[src/common/spm_cfg.svh]
/*
 * Offsets, field positions, reset values and timing counts of the
 * switch power-mode and low-power-idle controller.
 * Assumes a 50 MHz core clock and a 32-bit classic Wishbone register bus.
 */
`ifndef SPM_CFG_SVH
`define SPM_CFG_SVH

// ======================================================================
// Register indices (byte address is four times the index)
// ======================================================================
`define SPM_IDX_PMODE     6'h0E
`define SPM_IDX_SLEEP     6'h0F
`define SPM_IDX_PCTL1     6'h1D
`define SPM_IDX_PCTL2     6'h2D
`define SPM_IDX_PCTL3     6'h3D
`define SPM_IDX_EEE_CTL   6'h10
`define SPM_IDX_STATUS    6'h11

// ======================================================================
// Field positions
// ======================================================================
`define SPM_MODE_LSB      3
`define SPM_MODE_MSB      4
`define SPM_PCTL_PD_BIT   3
`define SPM_EEE_REQ_BIT   0
`define SPM_EEE_ADV_BIT   1

// ======================================================================
// Reset values
// ======================================================================
`define SPM_PMODE_RST     8'h00
`define SPM_SLEEP_RST     8'h50
`define SPM_PCTL_RST      8'h00
`define SPM_EEE_RST       8'h00

// ======================================================================
// Timing
// ======================================================================
`define SPM_CLK_PERIOD_NS 20
`define SPM_PULSE_NS      120
`define SPM_PULSE_CYC \
   ((`SPM_PULSE_NS + `SPM_CLK_PERIOD_NS - 1) / `SPM_CLK_PERIOD_NS)
`define SPM_SEC_CYC       50000000
`define SPM_TICK_CYC      50000
`define SPM_WAKE_CYC      16

// ======================================================================
// MII encodings
// ======================================================================
`define SPM_LPI_TXD       4'h1
`define SPM_LPI_RXD       4'h1

`endif

[src/common/spm_pkg.sv]
/*
 * Types of the switch power-mode and low-power-idle controller.
 * Assumes the constants of spm_cfg.svh for field widths.
 */
package spm_pkg;

   // ===================================================================
   // Power modes as held in the mode field
   // ===================================================================
   typedef enum logic [1:0] {
      SPM_NORMAL,
      SPM_ENERGY_DET,
      SPM_SOFT_PD,
      SPM_RESERVED
   } spm_mode_t;

   // ===================================================================
   // One direction of a nibble-wide MII
   // ===================================================================
   typedef struct packed {
      logic [3:0] d;
      logic       en;
      logic       er;
   } spm_mii_t;

endpackage

[src/hdl/spm_top.sv]
/*
 * Power-mode controller with energy detect, soft power-down, per-port
 * power-down and low-power-idle assert/detect on one MII.
 * Assumes a 50 MHz clock, inputs synchronous to it, and a classic
 * Wishbone master with 32-bit data and byte addresses.
 */
`timescale 1ns/1ps
`include "spm_cfg.svh"

module spm_top #(
   parameter int unsigned PORTS    = 3,
   parameter int unsigned TICK_CYC = `SPM_TICK_CYC,
   parameter int unsigned SEC_CYC  = `SPM_SEC_CYC,
   parameter int unsigned WAKE_CYC = `SPM_WAKE_CYC
) (
   input  wire logic              ref_clk_i,
   input  wire logic              resetn_i,
   input  wire logic              wb_cyc_i,
   input  wire logic              wb_stb_i,
   input  wire logic              wb_we_i,
   input  wire logic [7:0]        wb_adr_i,
   input  wire logic [3:0]        wb_sel_i,
   input  wire logic [31:0]       wb_dat_i,
   output logic      [31:0]       wb_dat_o,
   output logic                   wb_ack_o,
   input  wire logic              energy_i,
   input  wire logic [PORTS-1:0]  phy_ctl_pd_i,
   input  wire logic              partner_eee_cap_i,
   input  wire spm_pkg::spm_mii_t mac_tx_i,
   output spm_pkg::spm_mii_t      mii_tx_o,
   input  wire spm_pkg::spm_mii_t mii_rx_i,
   output spm_pkg::spm_mii_t      mac_rx_o,
   output logic                   partner_low_power_flag_o,
   output logic                   mac_tx_allow_o,
   output logic                   mac_crs_o,
   output logic                   mac_tx_clk_en_o,
   output logic                   mac_rx_clk_en_o,
   output logic                   pll_en_o,
   output logic                   mac_en_o,
   output logic                   host_if_en_o,
   output logic                   energy_det_en_o,
   output logic [PORTS-1:0]       phy_en_o,
   output logic                   link_pulse_o
);

   // ===================================================================
   // Registers and state
   // ===================================================================
   spm_pkg::spm_mode_t mode_r;
   logic [7:0]         sleep_r;
   logic [7:0]         pctl_r [PORTS];
   logic [7:0]         eee_r;
   logic               low_r;
   logic [7:0]         idle_ticks_r;
   logic [31:0]        tick_cnt_r;
   logic [31:0]        sec_cnt_r;
   logic               tx_lpi_r;
   logic [15:0]        wake_cnt_r;

   // ===================================================================
   // Bus decode
   // ===================================================================
   // A request is taken once, in the cycle before the acknowledge.
   wire       wb_req     = wb_cyc_i & wb_stb_i & ~wb_ack_o;
   wire [5:0] idx        = wb_adr_i[7:2];
   wire       in_spd     = (mode_r == spm_pkg::SPM_SOFT_PD);
   wire       wake_spd   = wb_req & in_spd;
   // Writes land only while the host interface is powered.
   wire       wr_ok      = wb_req & wb_we_i & wb_sel_i[0] & ~in_spd & ~low_r;
   wire [1:0] wr_mode    = wb_dat_i[`SPM_MODE_MSB:`SPM_MODE_LSB];
   wire       wr_pmode   = wr_ok & (idx == `SPM_IDX_PMODE);
   wire       wr_sleep   = wr_ok & (idx == `SPM_IDX_SLEEP);
   wire       wr_eee     = wr_ok & (idx == `SPM_IDX_EEE_CTL);
   wire       mode_rsvd  = (wr_mode == 2'(spm_pkg::SPM_RESERVED));

   // Port control register selects.
   logic [PORTS-1:0] wr_pctl;
   logic [7:0]       pctl_rd;
   always_comb begin
      pctl_rd = 8'h00;
      for (int p = 0; p < PORTS; p++) begin
         wr_pctl[p] = wr_ok & (idx == 6'(p + 1) * 6'h10 + 6'h0D);
         if (idx == 6'(p + 1) * 6'h10 + 6'h0D) begin
            pctl_rd = pctl_r[p];
         end
      end
   end

   // ===================================================================
   // Power-mode state
   // ===================================================================
   wire tick      = (tick_cnt_r == TICK_CYC - 1);
   wire ed_mode   = (mode_r == spm_pkg::SPM_ENERGY_DET);
   wire go_sleep  = ed_mode & tick & ~energy_i & (idle_ticks_r > sleep_r);

   // Read data mux; unmapped indices read as zero.
   wire [7:0] status = {3'h0, tx_lpi_r, partner_low_power_flag_o,
                        low_r, mode_r};
   wire [7:0] rd_byte =
      (idx == `SPM_IDX_PMODE)   ? {3'h0, mode_r, 3'h0} :
      (idx == `SPM_IDX_SLEEP)   ? sleep_r :
      (idx == `SPM_IDX_EEE_CTL) ? eee_r :
      (idx == `SPM_IDX_STATUS)  ? status : pctl_rd;

   // Bus acknowledge and read data; each access acks one cycle later.
   always_ff @(posedge ref_clk_i or negedge resetn_i) begin
      if (!resetn_i) begin
         wb_ack_o <= 1'b0;
         wb_dat_o <= 32'h0000_0000;
      end else begin
         wb_ack_o <= wb_req;
         wb_dat_o <= {24'h00_0000, (in_spd ? 8'h00 : rd_byte)};
      end
   end

   // Software registers; a soft power-down access restores defaults.
   always_ff @(posedge ref_clk_i or negedge resetn_i) begin
      if (!resetn_i) begin
         mode_r  <= spm_pkg::SPM_NORMAL;
         sleep_r <= `SPM_SLEEP_RST;
         eee_r   <= `SPM_EEE_RST;
         for (int p = 0; p < PORTS; p++) pctl_r[p] <= `SPM_PCTL_RST;
      end else if (wake_spd) begin
         mode_r  <= spm_pkg::SPM_NORMAL;
         sleep_r <= `SPM_SLEEP_RST;
         eee_r   <= `SPM_EEE_RST;
         for (int p = 0; p < PORTS; p++) pctl_r[p] <= `SPM_PCTL_RST;
      end else begin
         if (wr_pmode && !mode_rsvd) begin
            mode_r <= spm_pkg::spm_mode_t'(wr_mode);
         end
         if (wr_sleep) sleep_r <= wb_dat_i[7:0];
         if (wr_eee) eee_r <= wb_dat_i[7:0];
         for (int p = 0; p < PORTS; p++) begin
            if (wr_pctl[p]) pctl_r[p] <= wb_dat_i[7:0];
         end
      end
   end

   // Energy-detect sleep timing in go-sleep ticks.
   always_ff @(posedge ref_clk_i or negedge resetn_i) begin
      if (!resetn_i) begin
         tick_cnt_r   <= 32'h0000_0000;
         idle_ticks_r <= 8'h00;
         low_r        <= 1'b0;
      end else begin
         tick_cnt_r <= (tick || !ed_mode) ? 32'h0000_0000 : tick_cnt_r + 1;
         if (!ed_mode || energy_i) begin
            idle_ticks_r <= 8'h00;
            low_r        <= 1'b0;
         end else begin
            if (tick && idle_ticks_r != 8'hFF) begin
               idle_ticks_r <= idle_ticks_r + 8'h01;
            end
            if (go_sleep) low_r <= 1'b1;
         end
      end
   end

   // Once-per-second link pulse while asleep without a cable.
   always_ff @(posedge ref_clk_i or negedge resetn_i) begin
      if (!resetn_i) begin
         sec_cnt_r    <= 32'h0000_0000;
         link_pulse_o <= 1'b0;
      end else begin
         sec_cnt_r <= (!low_r || sec_cnt_r == SEC_CYC - 1) ? 32'h0000_0000
                                                           : sec_cnt_r + 1;
         link_pulse_o <= low_r && (sec_cnt_r < `SPM_PULSE_CYC);
      end
   end

   // Block enables per mode: clocks, MAC, host, PHYs, energy detector.
   wire run = (mode_r == spm_pkg::SPM_NORMAL) | (ed_mode & ~low_r);
   always_ff @(posedge ref_clk_i or negedge resetn_i) begin
      if (!resetn_i) begin
         pll_en_o        <= 1'b1;
         mac_en_o        <= 1'b1;
         host_if_en_o    <= 1'b1;
         energy_det_en_o <= 1'b0;
         phy_en_o        <= '1;
      end else begin
         pll_en_o        <= run;
         mac_en_o        <= run;
         host_if_en_o    <= run;
         energy_det_en_o <= ed_mode;
         for (int p = 0; p < PORTS; p++) begin
            phy_en_o[p] <= run & ~pctl_r[p][`SPM_PCTL_PD_BIT]
                           & ~phy_ctl_pd_i[p];
         end
      end
   end

   // ===================================================================
   // Low-power idle, transmit direction
   // ===================================================================
   wire eee_ok  = eee_r[`SPM_EEE_ADV_BIT] & partner_eee_cap_i;
   wire lpi_req = eee_r[`SPM_EEE_REQ_BIT] & eee_ok
                  & (mode_r == spm_pkg::SPM_NORMAL);
   wire waking  = (wake_cnt_r != 16'h0000);
   localparam spm_pkg::spm_mii_t LPI_TX = '{d: `SPM_LPI_TXD, en: 1'b0,
                                            er: 1'b1};

   // Assert LPI while requested, then hold the MAC for the wake delay.
   always_ff @(posedge ref_clk_i or negedge resetn_i) begin
      if (!resetn_i) begin
         tx_lpi_r        <= 1'b0;
         wake_cnt_r      <= 16'h0000;
         mii_tx_o        <= '0;
         mac_tx_allow_o  <= 1'b1;
         mac_crs_o       <= 1'b0;
         mac_tx_clk_en_o <= 1'b1;
      end else begin
         tx_lpi_r <= lpi_req;
         if (lpi_req) begin
            wake_cnt_r <= 16'(WAKE_CYC);
         end else if (waking) begin
            wake_cnt_r <= wake_cnt_r - 16'h0001;
         end
         mii_tx_o        <= lpi_req ? LPI_TX
                            : (waking ? '0 : mac_tx_i);
         mac_tx_allow_o  <= ~lpi_req & ~waking;
         mac_crs_o       <= lpi_req | waking;
         mac_tx_clk_en_o <= ~lpi_req;
      end
   end

   // ===================================================================
   // Low-power idle, receive direction (independent of transmit)
   // ===================================================================
   wire rx_lpi = ~mii_rx_i.en & mii_rx_i.er & (mii_rx_i.d == `SPM_LPI_RXD);

   // Show idle and raise the partner flag while Assert LPI is received.
   always_ff @(posedge ref_clk_i or negedge resetn_i) begin
      if (!resetn_i) begin
         mac_rx_o                 <= '0;
         partner_low_power_flag_o <= 1'b0;
         mac_rx_clk_en_o          <= 1'b1;
      end else begin
         mac_rx_o                 <= rx_lpi ? '0 : mii_rx_i;
         partner_low_power_flag_o <= rx_lpi;
         mac_rx_clk_en_o          <= ~rx_lpi;
      end
   end
endmodule // spm_top

[config.mk]
export PLATFORM = sky130hd
export DESIGN_NAME = spm_top
export DESIGN_NICKNAME = d
export VERILOG_FILES = /design/src/common/spm_pkg.sv /design/src/hdl/spm_top.sv
export VERILOG_INCLUDE_DIRS = /design/src /design/src/common
export SDC_FILE = /design/constraint.sdc
export NUM_CORES = 1
export LEC_CHECK = 0
export BUFFER_PORTS_ARGS = -buffer_cell sky130_fd_sc_hd__buf_2
export CORE_MARGIN = 1.5
export CORE_UTILIZATION = 60
export DETAILED_ROUTE_END_ITERATION = 10
export GPL_TIMING_DRIVEN = 1
export PLACE_DENSITY = 0.84
export SLEW_MARGIN = 40
export SYNTH_ARGS = -nofsm -noshare
export SYNTH_HDL_FRONTEND = slang
export SYNTH_SLANG_ARGS = --single-unit
[constraint.sdc]
create_clock -name ref_clk_i -period 6 [get_ports ref_clk_i]
set_clock_uncertainty 0.2 [all_clocks]
set_input_delay 1.2 -clock ref_clk_i [delete_from_list [all_inputs] [get_ports ref_clk_i]]
set_output_delay 1.2 -clock ref_clk_i [all_outputs]
set_load 0.05 [all_outputs]
==> results of run 1 <==
worst paths after layout:
kind	slack [ns]	end	startpoint
max	2.98	sleep_r[5]	wb_adr_i[6]
min	0.23	phy_en_o[2]	pctl_r[3]
min reg2reg	0.23	phy_en_o[2]	pctl_r[3]
min in group asynchronous	0.59	mac_rx_o[1]	resetn_i
max reg2reg	3.23	sec_cnt_r[23]	sec_cnt_r[0]
max in group asynchronous	3.94	mode_r[0]	resetn_i
worst max-delay path, stage by stage:
cell and delay [ns]:
buf_2 0.19, nand4b_1 0.24, nor3_2 0.58, nand2_1 0.51
mux2i_1 0.32, nor2_1 0.07
layout make-up:
type | count | area (sq um) | share of cell area (%)
flip-flops and latches | 164 | 4120 | 45.0
clock inverters | 10 | 108 | 1.18
well taps | 176 | 220 | 2.41
clock buffers | 22 | 464 | 5.07
inverters | 20 | 75.1 | 0.820
repair buffers | 74 | 387 | 4.23
multi-input cells | 594 | 3780 | 41.3
through the flow:
stage	setup slack [ns]	area (sq um)	total power, uW
after detailed placement	2.62	8570	1330
after global routing	2.80	9150	2440
after global placement	2.62	8540	1320
final	2.98	9150	2360
after CTS	3.01	9140	2370
after floorplan	3.01	8240	1280
report_power, final:
part           internal, uW  switching, uW
logic                  37.9            112
registers              1130           24.1
clock network           630            425
total                  1800            561
cell usage in the layout, fill, tap and decap left out, types with 4 or more instances in the layout:
cell,count
dfrtp_1,155
nor2_1,132
buf_2,69
xor2_1,49
nand2_1,48
mux2i_1,41
nand4_1,39
nand3_1,30
conb_1,24
xnor2_1,22
and3_1,21
a21oi_1,21
inv_1,20
o21ai_0,20
clkbuf_16,17
nor4_1,14
and4_1,13
ha_1,13
dfstp_2,9
and2_1,7
nor3_1,7
o211ai_1,7
nor4b_1,6
nor3_2,6
or3_1,6
o2bb2ai_1,6
a221oi_1,5
a211oi_1,5
clkinv_2,5
nor2_2,4
buf_4,4
registers in the layout (all words and copies together), names as in the netlist, 8 cells and up:
signal / cells
pctl_r: 24
wb_dat_o: 8
idle_ticks_r: 8
eee_r: 8
sleep_r: 8
wake_cnt_r: 16
tick_cnt_r: 32
sec_cnt_r: 32
per-layer routing:
metal | GRT usage [%] | vias up
met4 | 10.7 | 0
met2 | 41.4 | 189
met3 | 5.85 | 35
li1 | - | 2932
met5 | 0 | -
met1 | 32.4 | 3059
cells by family (layout without fill, tap and decap cells):
family / count (synthesis) / count (layout) / synth area share, %
simple gates: 360 / 360 / 23.1
other cells: 1 / 24 / 0.0460
mux: 41 / 41 / 5.03
xor+xnor: 71 / 71 / 7.63
fa+ha+maj: 13 / 13 / 2.00
compound gates: 85 / 85 / 6.89
buf+inv: 76 / 126 / 4.85
flops: 164 / 164 / 50.5
==> qor.txt, run 1 <==
DRT Pass-1 Iters = 7
Drt drc = 0
Peak supply drop = 218 uV
Ys async rst share = 100%
Yosys warns = 0
Met3 Wirelength = 899 um
Period utilization = 50.3%
Final TNS setup = 0 ns
Row Count = 42
Crit path max fanout = 13
Synthesized area = 0.00815 sq mm
Number of global-route vias before repair = 6068
Htree depth = 4
EDFF count, synth = 0
Core area = 0.0132 sq mm
Leakage = 0.00419 uW
Reg2reg path depth = 6
Area Growth Syn to Fin = 12.2%
Min Tclk post-route = 3.02 ns
Port bufs = 70
RSZ-0062 raised after global routing = no
Wire length on met1 = 7.40 mm
Critical path class = in2reg
WL final = 17.0 mm
Final ANT Viol Nets = 0
Total global-route track usage = 25.2%
Total die area = 0.0143 sq mm
Non-Filler Instances = 1060
Final Hold Viols = 0
Startpoint Class = input pin
Hold Buf Count CTS = 0
Largest net degree at the start of global routing = 78
Synthesized area per cell = 10.1 sq um
Top cells by count, synth = dfrtp_1 (155), nor2_1 (133), xor2_1 (49)
I/O pin count = 124
Max cap viols = 0
Fmax = 331 MHz
Avg WL per Cell = 16.0 um
CP required = 6.11 ns
Setup bufs post-CTS = 0
Top Layer Used = met4
Worst-path clk slew = 0.06 ns
Chip width = 120 um
Power Density = 258 mW/mm^2
Synthesized flop and latch total = 164
WL met2 = 8.33 mm
FILL cells = 1025
ANT cells = 0
Placed instance count = 1028
Synth cell types = 63
Main flop type after synthesis = dfrtp_1
Synth top area share = 47.6%
Final design utilization = 69.1%
Most common cell in the netlist = dfrtp_1
Slew @ Worst Pin = 0.738 ns
RePlAce Congestion = 0.866
Final Setup Violations = 0
Layout cells sized above 1 = 15.5%
WHS Path Cells = 1
Clock Tree Buf Depth = 2
DRT iter0 DRCs = 435
Inserted Clock Buffers = 17
Syn Inst Count = 811
Final hold slack = 0.233 ns
Insertion delay to the later sink of the worst-skew pair = 0.43 ns
Largest cells by area after synthesis = dfrtp_1 (48%), nor2_1 (6.1%), xor2_1 (5.3%)
Overflow after GRT = 0
Initial Util = 61.6%
CTS sink cnt = 164
CP Capture Type = flop
Hpwl dp = 11.4 mm
Worst slew margin relative to its limit = 50.6%
Die Ht = 120 um
Worst Path Arrival = 3.12 ns
CTS tree = built
Max-slew violation count = 0
Resized Gates After CTS = 0
Root Driver = clkbuf_16
Vias per cell = 5.86
Hold Path Class = reg2reg
First-pass GRT wire length = 28.7 mm
Seq/Total Area, Yosys = 50.5%
Layout Nets = 950
Outcome = finished clean
Vias = 6215
Initial antenna violation count = 0
Synth area leader = dfrtp_1
(Power assumes the default switching activity.)
==> run 2, diff against run 1 <==
Settings changed: CORE_UTILIZATION 60 to 57, PLACE_DENSITY 0.84 to 0.8.
Clock period 6 ns to 3.2 ns, I/O delays scaled along.
==> run 2 against run 1 <==
Net effect:
- final cell count up 1.4%
- critical path depth down 1
- register-to-register slack worse by 2.5 ns
- total power up 87%
- combinational power up 89%
- critical path type is now reg2reg
- highest routed layer unchanged
==> qor.txt, run 2 (synthesis results as in run 1) <==
Worst Path Arrival = 2.62 ns (-0.50 ns)
Final TNS setup = 0 ns (unchanged)
Final Hold Viols = 0 (unchanged)
ANT cells = 0 (unchanged)
WL met2 = 8.03 mm (-3.6%)
Dpl cell area = 0.00863 sq mm (+0.74%)
Critical path class = reg2reg
Outcome = finished clean
Met3 Wirelength = 741 um (-18%)
Final Setup Violations = 0 (unchanged)
Worst reg2reg path startpoint = mode_r[1]
Resized Gates After CTS = 0 (unchanged)
Slew @ Worst Pin = 0.692 ns (-0.0464 ns)
Largest delay contributor family on the critical path = simple AND/OR/NAND/NOR gates
Reg2reg path depth = 5 (-1)
Chip width = 123 um (+2.5%)
Worst-path clk slew = 0.06 ns (about the same)
Slowest cell on the critical path = or4_4
Inserted Clock Buffers = 17 (unchanged)
Layout cells sized above 1 = 16.3% (+0.82 points)
Crit path buf inv count = 0 (-1)
Core area = 0.0139 sq mm (+5.2%)
Hold Path Class = in2reg
Placed instance count = 1042 (+1.4%)
Clock Tree Buf Depth = 2 (unchanged)
First-pass GRT wire length = 28.3 mm (-1.2%)
Max cap viols = 0 (unchanged)
Peak supply drop = 416 uV (+91%)
Critical R2R Capture = pctl_r[13]
Fmax = 397 MHz
Port bufs = 70 (unchanged)
Min Tclk post-route = 2.52 ns
Root Driver = clkbuf_16
WHS Path Cells = 2 (+1)
Total die area = 0.0150 sq mm (+5.1%)
Hold Crit Endpoint = phy_en_o[0]
WL final = 16.6 mm (-2.2%)
Register area = 0.00412 sq mm (unchanged)
Wire length on met1 = 7.58 mm (+2.3%)
Non-Filler Instances = 1075 (+1.4%)
Leakage = 0.00424 uW (+1.0%)
Vias = 6196 (-0.31%)
Area Growth Syn to Fin = 13.0%
Max-slew violation count = 0 (unchanged)
FILL cells = 1097 (+7.0%)
Initial Util = 58.5% (-3.1 points)
Initial antenna violation count = 0 (unchanged)
Power Density = 479 mW/mm^2 (+86%)
I/O pin count = 124 (unchanged)
Commonest non-fill, non-tap cell in the layout = dfrtp_1
DRT iter0 DRCs = 432 (-0.69%)
Worst R2R Setup Slack = 0.68 ns (-2.55 ns)
Layout Nets = 961 (+1.2%)
Period utilization = 78.6%
Biggest regs = sec_cnt_r x32, tick_cnt_r x32, pctl_r x24
Post-route cell area = 0.00921 sq mm (+0.64%)
RSZ-0062 raised after global routing = no
Crit path max fanout = 11 (-2)
Dpl ws = 0.450 ns (-2.17 ns)
Final ANT Viol Nets = 0 (unchanged)
Crit-path max cell delay = 0.60 ns (+0.02 ns)
Worst slew margin relative to its limit = 53.5% (+2.9 points)
Most frequent cells in the layout = dfrtp_1 (155), nor2_1 (132), buf_2 (69)
CTS sink cnt = 164 (unchanged)
Die Ht = 123 um (+2.5%)
Insertion delay to the later sink of the worst-skew pair = 0.43 ns (about the same)
Multi-input gate area = 0.00374 sq mm (-1.1%)
Hpwl dp = 11.3 mm (-0.74%)
Drt drc = 0 (unchanged)
Final design utilization = 66.1% (-3.0 points)
Setup ws final = 0.683 ns (-2.30 ns)
CP required = 3.30 ns (-2.81 ns)
Min-delay src = phy_ctl_pd_i[0]
Crit-path cells = nor2b_2, or4_4, or3_1, mux2i_1, nor2_1
CTS tree = built
Largest net degree at the start of global routing = 98 (+26%)
Top Layer Used = met4
CP Capture Type = flop
RePlAce Congestion = 0.837 (-3.4%)
Avg WL per Cell = 15.5 um (-3.6%)
Startpoint Class = flop
Row Count = 43 (+2.4%)
DRT Pass-1 Iters = 5 (-2)
Number of global-route vias before repair = 5987 (-1.3%)
Htree depth = 4 (unchanged)
Setup bufs post-CTS = 0 (unchanged)
Hold Buf Count CTS = 1 (+1)
Total global-route track usage = 24.0% (-1.2 points)
Overflow after GRT = 0 (unchanged)
Vias per cell = 5.76 (-1.7%)
run 2: per-stage QoR:
step,hold WS [ns],power (uW)
2_1_floorplan,0.144,2400
3_3_place_gp,0.217,2480
3_5_place_dp,0.220,2490
4_1_cts,0.109,4450
5_1_grt,0.112,4580
6_report,0.127,4410
run 2: how the worst max path moves through the flow:
stage	startpoint	endpoint	slack [ns]	cells after the start
3_3_place_gp	wb_adr_i[6]	eee_r[7]	0.48	6
6_report	mode_r[1]	pctl_r[13]	0.68	5
2_1_floorplan	wb_ack_o	mode_r[0]	0.70	6
5_1_grt	sec_cnt_r[1]	sec_cnt_r[24]	0.57	6
4_1_cts	mode_r[1]	pctl_r[13]	0.71	5
3_5_place_dp	wb_adr_i[6]	eee_r[7]	0.45	6
run 2: power by group:
part,internal [uW],switching (uW)
sequential,2130,44.5
combinational,74.8,208
clock,1100,864
total,3300,1120
run 2: cell type report:
type	instances	area share, %
multi-input cells	594	40.6
repair buffers	85	5.26
well taps	180	2.45
inverters	20	0.815
flip-flops and latches	164	44.7
clock inverters	14	1.40
clock buffers	18	4.77
run 2: per-layer routing:
| layer | track usage (%) | up-vias |
|---|---|---|
| met5 | 0 | - |
| met4 | 9.38 | 0 |
| met3 | 5.30 | 25 |
| met2 | 38.4 | 148 |
| met1 | 32.2 | 3060 |
| li1 | - | 2963 |
==> run 3, diff against run 2 <==
Settings changed: ABC_AREA set to 1, CORE_UTILIZATION 57 to 53, PLACE_DENSITY 0.8 to 0.77.
Clock period 3.2 ns to 2.3 ns, I/O delays scaled along.
==> run 3 against run 2 <==
Net effect:
- clock-buffer cell count is the same
- utilization decreased by 4.2 points
- critical endpoint is now idle_ticks_r[7]
- largest cell class is now multi-input gates
- setup slack lost 0.53 ns
==> qor.txt, run 3 <==
Syn Inst Count = 1219 (+50%)
First-pass GRT wire length = 36.3 mm (+28%)
WL final = 21.8 mm (+31%)
Layout Nets = 1386 (+44%)
CTS sink cnt = 164 (unchanged)
Overflow after GRT = 0 (unchanged)
CTS tree = built
Biggest regs = sec_cnt_r x32, tick_cnt_r x32, pctl_r x24
Layout cells sized above 1 = 11.5% (-4.8 points)
Vias per cell = 5.18 (-10%)
Core area = 0.0165 sq mm (+19%)
Register area = 0.00412 sq mm (unchanged)
Final Hold Viols = 0 (unchanged)
I/O pin count = 124 (unchanged)
DRT Pass-1 Iters = 5 (unchanged)
Synthesized flop and latch total = 164 (unchanged)
CP required = 2.43 ns (-0.87 ns)
Final ANT Viol Nets = 0 (unchanged)
Worst-path clk slew = 0.07 ns (about the same)
Largest net degree at the start of global routing = 55 (-44%)
EDFF count, synth = 0 (unchanged)
Most common cell in the netlist = nand2_1
Total global-route track usage = 25.7% (+1.6 points)
Setup bufs post-CTS = 0 (unchanged)
Fmax = 465 MHz (+17%)
Most frequent cells in the layout = nand2_1 (305), nor2_1 (218), dfrtp_1 (155)
Met3 usage = 4.94% (-0.35 points)
Seq/Total Area, Yosys = 45.9% (-4.6 points)
RePlAce Congestion = 0.957 (+14%)
Final design utilization = 61.9% (-4.2 points)
CP Capture Type = flop
Ys async rst share = 100% (unchanged)
Outcome = finished clean
Insertion delay to the later sink of the worst-skew pair = 0.44 ns (about the same)
Multi-input gate area = 0.00412 sq mm (+10%)
Largest cells by area after synthesis = dfrtp_1 (43%), nand2_1 (13%), nor2_1 (9.1%)
Worst slew margin relative to its limit = 61.5% (+8.0 points)
Peak supply drop = 574 uV (+38%)
Synth top area share = 43.3% (-4.3 points)
ANT cells = 0 (unchanged)
Die Ht = 133 um (+8.5%)
Critical path class = reg2reg
RSZ-0062 raised after global routing = no
Vias = 7972 (+29%)
Avg WL per Cell = 14.1 um (-8.6%)
Hold Path Class = in2reg
Synthesized area = 0.00896 sq mm (+9.9%)
Number of global-route vias before repair = 7608 (+27%)
Main flop type after synthesis = dfrtp_1
Synthesized area per cell = 7.35 sq um (-27%)
Chip width = 133 um (+8.5%)
Area Growth Syn to Fin = 14.2%
Min Tclk post-route = 2.15 ns (-0.367 ns)
Inserted Clock Buffers = 17 (unchanged)
Final TNS setup = 0 ns (unchanged)
Grt met1 use = 34.5% (+2.3 points)
Initial Util = 54.2% (-4.3 points)
Top cells by count, synth = nand2_1 (305), nor2_1 (218), dfrtp_1 (155)
Worst Path Arrival = 2.28 ns (-0.34 ns)
GR Layer Usage met2 = 42.3% (+3.9 points)
Root Driver = clkbuf_16
Period utilization = 93.4% (+15 points)
Commonest non-fill, non-tap cell in the layout = nand2_1
Max cap viols = 0 (unchanged)
Crit path max fanout = 9 (-2)
Row Count = 47 (+9.3%)
Yosys warns = 0 (unchanged)
Synth area leader = dfrtp_1
Initial antenna violation count = 0 (unchanged)
Final Setup Violations = 0 (unchanged)
Hpwl dp = 15.7 mm (+39%)
Max-slew violation count = 0 (unchanged)
Slowest cell on the critical path = dfrtp_1
FILL cells = 1492 (+36%)
Startpoint Class = flop
Leakage = 0.00464 uW (+9.5%)
Total die area = 0.0177 sq mm (+18%)
Crit-path cells = ha_2, inv_1, nor2_1, nand2_1, nor3_1, nand2_1, nand2_2, nand2_1, nand2_1, nand2_1
Most frequent CP cell = nand2_1
Slew @ Worst Pin = 0.576 ns (-0.116 ns)
Synth cell types = 32 (-49%)
Clock Tree Buf Depth = 2 (unchanged)
Htree depth = 4 (unchanged)
Busiest layer in global routing = met2
DRT iter0 DRCs = 745 (+72%)
Crit-path max cell delay = 0.42 ns (-0.18 ns)
Drt drc = 0 (unchanged)
Power Density = 614 mW/mm^2 (+28%)
Port bufs = 70 (unchanged)
## run 3: cell types whose count changed after synthesis, sizes merged, moves of 34 or more
cell / previous run / this run
mux2i: 41 / 0
nor2: 137 / 226
nand2: 48 / 310
nand3: 30 / 116
inv: 20 / 137
nor3: 13 / 55
o21ai: 22 / 56
## run 3: logic make-up (layout without fill, tap and decap cells)
logic type	after synthesis	in the layout	synth area share [%]
and+or+nand+nor	747	747	35.6
buffers and inverters	187	265	9.19
xor gates and xnor gates	32	32	3.13
other	1	24	0.0419
adders and majority gates	13	13	1.82
AOI/OAI and AO/OA	75	75	4.33
DFF	164	164	45.9
## run 3: area by class of cell
type / count / area share, %
well taps: 220 / 2.69
repair buffers: 96 / 6.20
clock inverters: 14 / 1.41
inverters: 137 / 5.03
clock buffers: 18 / 4.20
multi-input cells: 891 / 40.2
flip-flops and latches: 164 / 40.2
## run 3: where the power goes
part           total (uW)  internal (uW)  switching, uW  leakage [uW]
clock                2820           1530           1290      0.000274
sequential           2990           2950           46.1       0.00220
combinational         464            121            343       0.00217
## run 3: critical path: cells and delay by family, from the launching register on
kind                     cells  cell delay (ns)
adder cells (fa/ha/maj)      1             0.25
AND/OR/NAND/NOR              8             1.12
flip-flops                   1             0.42
buffers and inverters        1             0.06
## run 3: path summary, 6_finish.rpt
check / startpoint / to / slack (ns) / depth (start not counted)
max: idle_ticks_r[1] / idle_ticks_r[7] / 0.15 / 10
min: mac_tx_i[2] / mii_tx_o[2] / 0.02 / 3
max reg2reg: idle_ticks_r[1] / idle_ticks_r[7] / 0.15 / 10
min reg2reg: pctl_r[11] / phy_en_o[1] / 0.24 / 1
max in group asynchronous: resetn_i / phy_en_o[1] / 0.85 / 3
min in group asynchronous: resetn_i / mac_rx_o[3] / 0.36 / 2
## run 3: per-stage QoR
stage / cells / hold WS [ns] / setup slack, ns / cell area (sq um) / total power (uW)
after floorplan: 1242 / -0.0356 / 0.466 / 9050 / 3360
after global placement: 1500 / 0.221 / 0.158 / 9570 / 3490
after detailed placement: 1500 / 0.219 / 0.112 / 9570 / 3500
after CTS: 1540 / 0.0145 / 0.135 / 10200 / 6330
after global routing: 1540 / 0.0138 / 0.00144 / 10200 / 6490
final: 1540 / 0.0178 / 0.151 / 10200 / 6280
## run 3: layer usage
layer  routed length [um]  part of all wire [%]  vias to the layer above
li1                     -                     -                     3987
met1                10000                    46                     3744
met2                10400                    48                      206
met3                  912                   4.2                       35
met4                  422                   1.9                        0
met5                    0                     0                        -
## run 3: timing repair
item                       in CTS  in global routing
hold endpoints to repair       55                  0
hold buffers                    8                  0
resized for setup               0                  2
setup endpoints to repair       0                  4
